[src/fspc_consts.svh]
`ifndef FSPC_CONSTS_SVH
`define FSPC_CONSTS_SVH
`define REG_AW 4
`define REG_CTRL_ADDR 4'h0
`define CTRL_W 5
`define RESV_W 3
`define CMD_FILL 5'h01
`define CMD_ERASE 5'h03
`define CMD_WRITE 5'h05
`define CMD_FUSE 5'h09
`define CMD_CLEAR 5'h11
`define WORD_LSB 1
`define WORD_W 4
`define PAGE_LSB 5
`define PAGE_W 5
`define WORDS 5'h10
`define SPM_WIN 3'h4
`define LPM_LAST 3'h2
`define FUSE_LOW_ADDR 16'h0000
`define LOCK_ADDR 16'h0001
`define FUSE_HIGH_ADDR 16'h0003
`define BLANK_WORD 16'hFFFF
`define PROG_MIN_NS 3700000
`define PROG_MAX_NS 4500000
`define CLK_NS 5
`endif

[src/fspc_pkg.sv]
package fspc_pkg;
`include "fspc_consts.svh"
    typedef enum logic [2:0] {
        ST_IDLE = 3'h1,
        ST_STREAM = 3'h2,
        ST_TIME = 3'h4
    } op_state_e;

    typedef struct packed {
        op_state_e state;
        logic [`CTRL_W-1:0] ctrl;
        logic [2:0] win;
        logic [31:0] timer;
        logic [4:0] cnt;
        logic [`WORDS-1:0] valid;
        logic erase;
        logic halt;
        logic [7:0] rdata;
        logic [7:0] lpm_data;
        logic lpm_fuse;
        logic lpm_rd;
        logic [15:0] lpm_addr;
        logic fl_erase;
        logic fl_write;
        logic [`PAGE_W-1:0] fl_page;
        logic fl_we;
        logic [`WORD_W-1:0] fl_word;
        logic [15:0] fl_wdata;
    } ctrl_state_s;

    typedef struct packed {
        logic [`WORDS-1:0][15:0] mem;
        logic [15:0] rdata;
    } mem_state_s;
endpackage : fspc_pkg

[src/buf_if.sv]
`timescale 1ns/1ps
interface buf_if;
    logic ce;
    logic we;
    logic [3:0] waddr;
    logic [3:0] raddr;
    logic [15:0] wdata;
    logic [15:0] rdata;
    modport ctrl(output ce, we, waddr, raddr, wdata, input rdata);
    modport mem(input ce, we, waddr, raddr, wdata, output rdata);
endinterface : buf_if

[src/page_buf_mem.sv]
`timescale 1ns/1ps
module page_buf_mem
    import fspc_pkg::*;
(
    input wire logic clk,
    input wire logic resetn,
    buf_if.mem bus
);
    mem_state_s r;
    mem_state_s n;

    always_comb begin
        n = r;
        n.rdata = r.mem[bus.raddr];
        if (bus.we) begin
            n.mem[bus.waddr] = bus.wdata;
        end
    end

    always_ff @(posedge clk or negedge resetn) begin
        if (!resetn) begin
            r <= '0;
        end else if (bus.ce) begin
            r <= n;
        end
    end

    assign bus.rdata = r.rdata;
endmodule : page_buf_mem

[src/flash_self_program_ctrl.sv]
`timescale 1ns/1ps
// Behaviour
// - Page write: pointer, command, store within four.
// - Core halted for whole page write.
// - Low pointer bits word, high bits page.
// - Load reads by byte, bit zero picks byte.
// - EEPROM write blocks programming and fuse reads.
// - Lock byte read at address one, load within three.
// - Enable and fuse-read bits self-clear on timeout.
// - Address zero low fuse, three high fuse.
// - Running write finishes across system reset.
// - Erase and write timed, 3.7 to 4.5 ms.
// - Clear-buffer bit discards loaded buffer data.
// - Write command writes buffer to pointer page.
// - Erase command erases pointer page.
// - Enable alone stores register pair into buffer.
// - Enable clears after store or held during operation.
// - Unknown command patterns have no effect.
// - Pointer bit zero selects lock or low fuse; address three gives high fuse.
// - Page erase: command then store within four.
// - Buffer emptied after page write and reset.
// - Store ignored unless self-program fuse programmed.
module flash_self_program_ctrl
    import fspc_pkg::*;
#(
    parameter int PROG_CYCLES = (`PROG_MIN_NS + `CLK_NS - 1) / `CLK_NS
) (
    input wire logic clk,
    input wire logic resetn,
    input wire logic clk_en,
    input wire logic sys_reset_req,
    input wire logic [`REG_AW-1:0] reg_addr,
    input wire logic [7:0] reg_wdata,
    input wire logic reg_wr,
    input wire logic reg_rd,
    output logic [7:0] reg_rdata,
    input wire logic [15:0] z_ptr,
    input wire logic [15:0] r_pair,
    input wire logic spm_instr,
    input wire logic lpm_instr,
    input wire logic eeprom_write_busy,
    input wire logic self_prog_fuse_n,
    input wire logic [7:0] fuse_low_byte,
    input wire logic [7:0] fuse_high_byte,
    input wire logic [7:0] lock_bits,
    output logic cpu_halt,
    output logic lpm_fuse_valid,
    output logic [7:0] lpm_fuse_data,
    output logic flash_rd,
    output logic [14:0] flash_rd_word,
    output logic flash_rd_byte_hi,
    output logic flash_erase,
    output logic flash_write,
    output logic [`PAGE_W-1:0] flash_page,
    output logic flash_word_we,
    output logic [`WORD_W-1:0] flash_word,
    output logic [15:0] flash_wdata
);
    ctrl_state_s r;
    ctrl_state_s n;
    buf_if bus ();
    logic ctrl_wr;
    logic spm_ok;
    logic fuse_rd;
    logic [`WORD_W-1:0] zword;
    logic [`PAGE_W-1:0] zpage;

    // Lock byte sits at odd addresses except three (high fuse), low fuse at even ones.
    function automatic logic [7:0] fuse_sel(input logic [15:0] z,
        input logic [7:0] flo, input logic [7:0] fhi, input logic [7:0] lk);
        // The high fuse address is odd too, so it must win over the lock.
        if (z == `FUSE_HIGH_ADDR) begin
            fuse_sel = fhi;
        end else if (z[0]) begin
            fuse_sel = lk;
        end else begin
            fuse_sel = flo;
        end
    endfunction : fuse_sel

    assign zword = z_ptr[`WORD_LSB +: `WORD_W];
    assign zpage = z_ptr[`PAGE_LSB +: `PAGE_W];
    assign ctrl_wr = reg_wr && reg_addr == `REG_CTRL_ADDR;
    assign spm_ok = spm_instr && !self_prog_fuse_n && r.win != 3'h0 &&
        !eeprom_write_busy && r.state == ST_IDLE;
    assign fuse_rd = r.ctrl == `CMD_FUSE && r.win >= `LPM_LAST &&
        !eeprom_write_busy;

    page_buf_mem u_buf (
        .clk(clk),
        .resetn(resetn),
        .bus(bus.mem)
    );

    always_comb begin
        n = r;
        n.lpm_rd = 1'b0;
        n.lpm_fuse = 1'b0;
        n.fl_we = 1'b0;
        bus.ce = clk_en;
        bus.we = 1'b0;
        bus.waddr = zword;
        bus.wdata = r_pair;
        bus.raddr = r.cnt[`WORD_W-1:0];
        if (reg_rd) begin
            n.rdata = (reg_addr == `REG_CTRL_ADDR) ?
                {`RESV_W'h0, r.ctrl} : 8'h00;
        end
        unique case (r.state)
            ST_IDLE: begin
                if (r.win != 3'h0) begin
                    n.win = r.win - 3'h1;
                    if (r.win == 3'h1) begin
                        n.ctrl = '0;
                    end
                end
                if (r.ctrl == `CMD_FUSE && r.win == `LPM_LAST &&
                    !lpm_instr) begin
                    n.ctrl = '0;
                    n.win = 3'h0;
                end
                if (lpm_instr) begin
                    n.lpm_addr = z_ptr;
                    if (fuse_rd) begin
                        n.lpm_fuse = 1'b1;
                        n.lpm_data = fuse_sel(z_ptr, fuse_low_byte,
                            fuse_high_byte, lock_bits);
                        n.ctrl = '0;
                        n.win = 3'h0;
                    end else begin
                        n.lpm_rd = 1'b1;
                    end
                end
                if (spm_ok) begin
                    n.win = 3'h0;
                    n.ctrl = '0;
                    unique case (r.ctrl)
                        `CMD_FILL: begin
                            // The buffer cell is write-once until cleared.
                            if (!r.valid[zword]) begin
                                bus.we = 1'b1;
                                n.valid[zword] = 1'b1;
                            end
                        end
                        `CMD_ERASE, `CMD_WRITE: begin
                            n.ctrl = r.ctrl;
                            n.halt = 1'b1;
                            n.fl_page = zpage;
                            n.erase = r.ctrl == `CMD_ERASE;
                            n.fl_erase = r.ctrl == `CMD_ERASE;
                            n.fl_write = r.ctrl == `CMD_WRITE;
                            n.cnt = 5'h0;
                            n.timer = 32'(PROG_CYCLES - 1);
                            n.state = (r.ctrl == `CMD_WRITE) ?
                                ST_STREAM : ST_TIME;
                        end
                        default: begin
                        end
                    endcase
                end
                if (ctrl_wr && !eeprom_write_busy) begin
                    unique case (reg_wdata[`CTRL_W-1:0])
                        `CMD_CLEAR: begin
                            n.valid = '0;
                            n.ctrl = '0;
                            n.win = 3'h0;
                        end
                        `CMD_FILL, `CMD_ERASE, `CMD_WRITE, `CMD_FUSE: begin
                            n.ctrl = reg_wdata[`CTRL_W-1:0];
                            n.win = `SPM_WIN;
                        end
                        default: begin
                        end
                    endcase
                end
                // Loaded words are lost if the EEPROM is written meanwhile.
                if (eeprom_write_busy) begin
                    n.valid = '0;
                end
            end
            ST_STREAM: begin
                // Read data lag the read address by one cycle.
                if (r.cnt != 5'h0) begin
                    n.fl_we = 1'b1;
                    n.fl_word = 4'(r.cnt - 5'h1);
                    n.fl_wdata = r.valid[4'(r.cnt - 5'h1)] ?
                        bus.rdata : `BLANK_WORD;
                end
                n.cnt = r.cnt + 5'h1;
                if (r.cnt == `WORDS) begin
                    n.state = ST_TIME;
                end
            end
            ST_TIME: begin
                if (r.timer == 32'h0) begin
                    n.state = ST_IDLE;
                    n.halt = 1'b0;
                    n.ctrl = '0;
                    n.fl_erase = 1'b0;
                    n.fl_write = 1'b0;
                    if (!r.erase) begin
                        n.valid = '0;
                    end
                end else begin
                    n.timer = r.timer - 32'h1;
                end
            end
            default: begin
                n.state = ST_IDLE;
            end
        endcase
        // A system reset spares the running operation so it can finish.
        if (sys_reset_req && r.state == ST_IDLE) begin
            n.valid = '0;
            n.ctrl = '0;
            n.win = 3'h0;
        end
    end

    always_ff @(posedge clk or negedge resetn) begin
        if (!resetn) begin
            r <= '{state: ST_IDLE, default: '0};
        end else if (clk_en) begin
            r <= n;
        end
    end

    assign reg_rdata = r.rdata;
    assign cpu_halt = r.halt;
    assign lpm_fuse_valid = r.lpm_fuse;
    assign lpm_fuse_data = r.lpm_data;
    assign flash_rd = r.lpm_rd;
    assign flash_rd_word = r.lpm_addr[15:1];
    assign flash_rd_byte_hi = r.lpm_addr[0];
    assign flash_erase = r.fl_erase;
    assign flash_write = r.fl_write;
    assign flash_page = r.fl_page;
    assign flash_word_we = r.fl_we;
    assign flash_word = r.fl_word;
    assign flash_wdata = r.fl_wdata;
endmodule : flash_self_program_ctrl

[config.mk]
export PLATFORM = sky130hd
export DESIGN_NAME = flash_self_program_ctrl
export DESIGN_NICKNAME = d
export VERILOG_FILES = /design/src/fspc_pkg.sv /design/src/buf_if.sv /design/src/page_buf_mem.sv /design/src/flash_self_program_ctrl.sv
export VERILOG_INCLUDE_DIRS = /design/src /design/src/src
export SDC_FILE = /design/constraint.sdc
export NUM_CORES = 1
export LEC_CHECK = 0
export ABC_AREA = 1
export BUFFER_PORTS_ARGS = -buffer_cell sky130_fd_sc_hd__buf_2
export CELL_PAD_IN_SITES_DETAIL_PLACEMENT = 0
export CELL_PAD_IN_SITES_GLOBAL_PLACEMENT = 1
export CORE_MARGIN = 4
export CORE_UTILIZATION = 49
export DETAILED_ROUTE_END_ITERATION = 8
export PLACE_DENSITY_LB_ADDON = 0.25
export SLEW_MARGIN = 20
export SYNTH_ARGS = -nofsm -noshare
export SYNTH_HDL_FRONTEND = slang
export SYNTH_SLANG_ARGS = --single-unit
[constraint.sdc]
create_clock -name clk -period 6.5 [get_ports clk]
set_clock_uncertainty 0.15 [all_clocks]
set_input_delay 0.65 -clock clk [delete_from_list [all_inputs] [get_ports clk]]
set_output_delay 0.65 -clock clk [all_outputs]
set_load 0.01 [all_outputs]
# After elaboration in Yosys (flattened, before gate mapping)
# Cells that the tools add are included.
# Widths: inputs -> output; s select.
word_totals:
  wordCells: 168
  output_inout_bits: 63
  in_bits: 78
  regBits: 400
classes:
  n_addsub: 4
  n_eq_ne: 23
  bitwise: 1
  n_lt_le_gt_ge: 5
  reduce_logical: 38
  n_mux: 61
op_table:
  columns: ["operator", "n"]
  rows:
  - ["$bwmux 256", 1]
  - ["$mux 16", 11]
  - ["$mux 8", 10]
  - ["$mux 66", 1]
  - ["$bmux 16 s4", 1]
  - ["$demux 16 s4", 1]
  - ["$pmux 32 s2", 1]
  - ["$mux 21", 2]
  - ["$mux 37", 1]
  - ["$mux 18", 2]
  - ["$logic_not 32->1", 1]
  - ["$mux 32", 1]
  - ["$pmux 16 s2", 1]
  - ["$sub 32x1->32 const B", 1]
  - ["$pmux 5 s2", 2]
  - ["$eq 16x2->1 const B", 1]
  - ["$or 16x16->16", 1]
  - ["$pmux 8 s2", 1]
  - ["$reduce_and 4->1", 4]
  - ["$lt 4x5->1 const B", 3]
  - ["$reduce_and 5->1", 3]
  - ["$mux 7", 2]
  - ["$logic_and 1x1->1", 12]
  - ["$eq 5x1->1 const B", 2]
  - ["33 further kinds", 66]

# Longest topological paths before layout
logic_depth:
  word_depth: 13
  ltp_mapped: 15
  depth_no_buf: 14

# Hierarchy
# Synthesis repeated with hierarchy kept, for this count alone.
unflattened:
  cells_unflattened: 2590
  area_unflattened_um2: 19860.3
modules_own_cells:
  columns: ["mod", "cells_per_inst", "seq_area_each_um2", "area_each_um2", "n_inst"]
  rows:
  - ["page_buf_mem", 1545, 6806.5, 12269.3, 1]
  - ["flash_self_program_ctrl", 1045, 3129.3, 7591.0, 1]

# Worst setup path after synthesis
# Ideal clock, no wire load.
synth_path:
  kind: "register to register"
  from: "register r (netlist bit bus.raddr[0])"
  to: "register r (netlist bit flash_wdata[10])"
  path_stages_with_launch: 16
  slack_ns: 3.724
  n_path_buf: 5
  synth_period_minus_slack_ns: 2.776
  t_arrival_ns: 2.507
  required_ns: 6.230
  path_cell_list: "dfrtp_1 > inv_1 > buf_2 > buf_2 > buf_1 > ha_1 > clkbuf_1 > inv_1 > a21oi_1 > a22oi_1 > nand2_1 > nand3b_1 > buf_2 > nand3_1 > o21ai_0 > inv_1"
synth_between:
  elab_chain_cells: 4
synth_rtl:
  columns: ["element", "line_no", "text"]
  rows:
  - ["start, declared", "flash_self_program_ctrl.sv:59", "ctrl_state_s r;"]
  - ["start signal, assigned", "flash_self_program_ctrl.sv:224", "r <= n;"]
  - ["$sub 4x1->4", "flash_self_program_ctrl.sv:186", "n.fl_wdata = r.valid[4'(r.cnt - 5'h1)] ?"]
  - ["$bmux 1 s4", "flash_self_program_ctrl.sv:186", null]
  - ["$mux 1 (implied by the code)", "flash_self_program_ctrl.sv:186", null]
  - ["$mux 16 (no source line)", null, null]
# Parallel ways exist; a longest one is shown, timed or not. The select of a mux whose other input is x is not followed.
# A chain may end at the register's enable or synchronous reset.

# Worst setup path in the final report
layout_path:
  from: "register r[125] in the netlist's numbering"
  to: "register r[87] in the netlist's numbering"
layout_between:
  elab_chain_cells: 4
layout_rtl:
  columns: ["element", "line_no", "text"]
  rows:
  - ["$eq 3x1->1", "flash_self_program_ctrl.sv:85, flash_self_program_ctrl.sv:109", null]
  - ["$logic_and 1x1->1", "flash_self_program_ctrl.sv:85", "!eeprom_write_busy && r.state == ST_IDLE;"]
  - ["$ne 2x2->1 (no source line)", null, null]
  - ["$reduce_and 5->1 (no source line)", null, null]
# Parallel ways exist; a longest one is shown, timed or not.

==> impl_metrics.sql <==
INSERT INTO impl_metrics (metric_group, metric, value, unit) VALUES
('timing', 'max_slew_headroom_at_the_worst_pin', '35.4', '%'),
('layout', 'regArea', '0.00994', 'sq mm'),
('floorplan', 'core', '0.0389', 'sq mm'),
('worst_setup_path', 'cpPeakStageDelay', '0.83', 'ns'),
('synth', 'synth_area_per_cell', '8.10', 'sq um'),
('synth', 'synth-main-ff-cell', 'sky130_fd_sc_hd__dfrtp_1', ''),
('timing', 'achievable-frequency', '0.237', 'GHz'),
('layout', 'layout.nets', '2482', ''),
('cts', 'cts_hold_repair.buffers', '0', ''),
('synth', 'syn_inst', '2402', ''),
('worst_setup_path', 'critical_path.endpoint_type', 'flip-flop', ''),
('floorplan', 'fp.dieW', '207', 'microns'),
('place', 'detailed_place_hpwl', '31800', 'microns'),
('timing', 'hold_viol', '21', ''),
('cts', 'clock_tree.htree_level_count', '2', ''),
('cts', 'insertion_delay', '0.57', 'ns'),
('global_routing', 'grt_pass1_vias', '15300', ''),
('cts', 'cts-resized-gates', '0', ''),
('global_routing', 'antenna_found_initial', '0', ''),
('routing', 'num_vias', '16200', ''),
('layout', 'fraction_of_final_layout_cells_with_drive_strength_greater_than_1', '10.7', '%'),
('synth', 'synth.yosys.seq_area_share', '51.1', '%'),
('routing', 'wl_per_cell', '17.6', 'microns'),
('global_routing', 'globalRouteOverflowTotal', '0', ''),
('worst_setup_path', 'first_element_of_the_critical_path', 'r[125]', ''),
('synth', 'mappedNetlistArea', '0.0195', 'sq mm'),
('worst_setup_path', 'crit_arrival', '4.47', 'ns'),
('worst_setup_path', 'worstPathRequired', '6.76', 'ns'),
('outcome', 'violations', 'negative hold slack', ''),
('timing', 'timing.final.max_slew_violations', '0', ''),
('timing', 'tightestPinTransition', '0.969', 'ns'),
('cts', 'cts_made_buffers', '44', ''),
('timing', 'finalSetupTns', '0', 'ns'),
('synth', 'post_synth_num_cell_types', '44', ''),
('routing', 'route.detailed.drc', '0', ''),
('timing', 'holdWs', '-0.0393', 'ns'),
('cts', 'post-cts-setup-buffer-count', '0', ''),
('place', 'gp_congestion', '0.886', ''),
('cts', 'cts_sinks', '397', ''),
('worst_setup_path', 'critPathSlowestCell', 'sky130_fd_sc_hd__clkinv_1', ''),
('synth', 'async_flop_share', '100', '%'),
('layout', 'multi_input_comb_area', '0.00794', 'sq mm'),
('floorplan', 'design.portCount', '141', ''),
('floorplan', 'die_area', '0.0430', 'sq mm'),
('timing', 'rsz0062_at_grt', 'no', ''),
('power_and_ir_drop', 'cellLeakagePower', '10.1', 'nW'),
('outcome', 'run_status', 'finished with violations', ''),
('routing', 'vias_per_cell', '5.50', ''),
('worst_setup_path', 'worst_r2r_startpoint', 'r[125]', ''),
('synth', 'synth_warnings', '0', ''),
('timing', 'finalSetupViolCount', '0', ''),
('job', 'timing.max_cap.violations', '0', ''),
('global_routing', 'globalRouteTotalUtil', '23.9', '%'),
('worst_setup_path', 'timing.critical_path.cells', 'inv_1, nand3_1, clkinv_1, nand2_1, nand3_1, nor2_1, a22oi_1', ''),
('routing', 'dr.pass1.iters', '7', ''),
('worst_setup_path', 'worst-path-max-fanout', '20', ''),
('layout', 'area_growth', '9.96', '%'),
('routing', 'detail_route.iter0.violations', '1271', ''),
('power_and_ir_drop', 'pwr_density_cell', '359', 'mW/mm^2'),
('synth', 'synth_enable_flop_cells', '0', ''),
('floorplan', 'die_height', '207', 'microns'),
('hold_path', 'hold_class', 'primary input to asynchronous set/reset pin', ''),
('worst_setup_path', 'worstSetupPathType', 'flip-flop to flip-flop', ''),
('global_routing', 'maximum_number_of_pins_on_one_net_before_global_route_repair', '148', ''),
('cts', 'tritoncts', 'built', ''),
('place', 'port-buffer-count', '134', ''),
('worst_setup_path', 'critical-path-top-delay-family', 'simple AND/OR/NAND/NOR gates', ''),
('cts', 'clock_tree.root_cell', 'sky130_fd_sc_hd__clkbuf_16', ''),
('cts', 'clock_edge_transition_at_the_registers_on_the_reported_setup_and_hold_paths', '0.06', 'ns'),
('timing', 'post-route-period-util', '64.8', '%'),
('worst_setup_path', 'cp_buf_inv_count', '2', '');
==> Yosys cell counts, types with 6 or more instances <==
cell type                  count  area (sq um)
sky130_fd_sc_hd__inv_1       111           417
sky130_fd_sc_hd__nor2_1      342          1280
sky130_fd_sc_hd__o22ai_1      40           250
sky130_fd_sc_hd__nor3_1       13          65.1
sky130_fd_sc_hd__inv_2         6          22.5
sky130_fd_sc_hd__clkbuf_1     83           312
sky130_fd_sc_hd__o31ai_1      12          90.1
sky130_fd_sc_hd__a21oi_1      35           175
sky130_fd_sc_hd__o21ai_1     115           576
sky130_fd_sc_hd__a31oi_1      18           113
sky130_fd_sc_hd__nand4_4      10           213
sky130_fd_sc_hd__o211ai_1     23           173
sky130_fd_sc_hd__xnor2_1       7          61.3
sky130_fd_sc_hd__mux2_2        6          67.6
sky130_fd_sc_hd__buf_1         8          30.0
sky130_fd_sc_hd__dfrtp_1     396          9910
sky130_fd_sc_hd__ha_1          9           113
sky130_fd_sc_hd__nand4_1      20           125
sky130_fd_sc_hd__o221ai_1      8          70.1
sky130_fd_sc_hd__buf_2        47           235
sky130_fd_sc_hd__nand2_1     535          2010
sky130_fd_sc_hd__o21ai_0     357          1790
sky130_fd_sc_hd__buf_6         8          90.1
sky130_fd_sc_hd__nand3_1      84           420
sky130_fd_sc_hd__xor2_1       16           140
sky130_fd_sc_hd__buf_4        59           443
==> through the flow <==
step / utilization, % / power [mW] / cells / setup WS [ns] / area [sq um]
after global placement: 50.9 / 5.00 / 2867 / 2.32 / 19800
final: 55.0 / 7.68 / 2947 / 2.29 / 21400
after detailed placement: 50.9 / 5.02 / 2867 / 2.28 / 19800
after CTS: 55.0 / 7.74 / 2947 / 2.27 / 21400
after floorplan: - / 4.41 / 2404 / 3.72 / 19500
after global routing: 55.0 / 8.12 / 2947 / 1.90 / 21400
==> cell type report <==
| class | instances | area share, % |
|---|---|---|
| Sequential cell | 397 | 46.5 |
| Inverter | 122 | 2.15 |
| Tap cell | 518 | 3.03 |
| Clock buffer | 68 | 6.18 |
| Clock inverter | 12 | 1.13 |
| Multi-Input combinational cell | 1679 | 37.1 |
| Timing Repair Buffer | 151 | 3.90 |
==> logic make-up (layout without fill, tap and decap cells) <==
kind of cell	after synthesis	count (layout)	synth area share [%]
compound gates	617	617	17.0
other cells	1	3	0.0193
mux	6	6	0.347
fa+ha+maj	9	9	0.579
xor+xnor	23	23	1.04
buf+inv	328	353	8.16
simple gates	1021	1021	21.8
flops	397	397	51.1
==> power breakdown <==
group / internal (mW) / switching [mW]
combinational: 0.641 / 1.46
clock: 1.68 / 1.02
sequential: 2.66 / 0.227
==> worst paths after layout <==
path / to / slack [ns] / cells after the start
min: r[93] / -0.04 / 1
min reg2reg: u_buf.r[57] / 0.33 / 2
max: r[87] / 2.29 / 7
max in group asynchronous: r[78] / 4.88 / 2
max reg2reg: r[87] / 2.29 / 7
min in group clk: flash_rd_word[13] / 0.19 / 2
==> state kept, by name (all words and copies together) (netlist names), 4 cells and up <==
name / flops
lpm_fuse_data: 8
flash_word: 4
bus.raddr: 4
flash_page: 5
u_buf.bus.rdata: 16
reg_rdata: 5
u_buf.r: 256
flash_rd_word: 15
r: 61
flash_wdata: 16
==> worst reg2reg max path, delay by kind of cell, from the launching register on <==
kind / cells / cell delay, ns
and+or+nand+nor: 4 / 2.32
buffers and inverters: 2 / 0.88
DFF: 1 / 0.56
AOI/OAI and AO/OA: 1 / 0.14
==> metal layers <==
layer	GRT usage, %	up-vias	routed length, microns
met3	3.32	82	2810
li1	-	7887	-
met1	34.9	7802	24500
met4	6.54	0	1150
met5	0	-	0
met2	37.7	427	23400
Note: power is estimated with default switching activity, not from simulation.
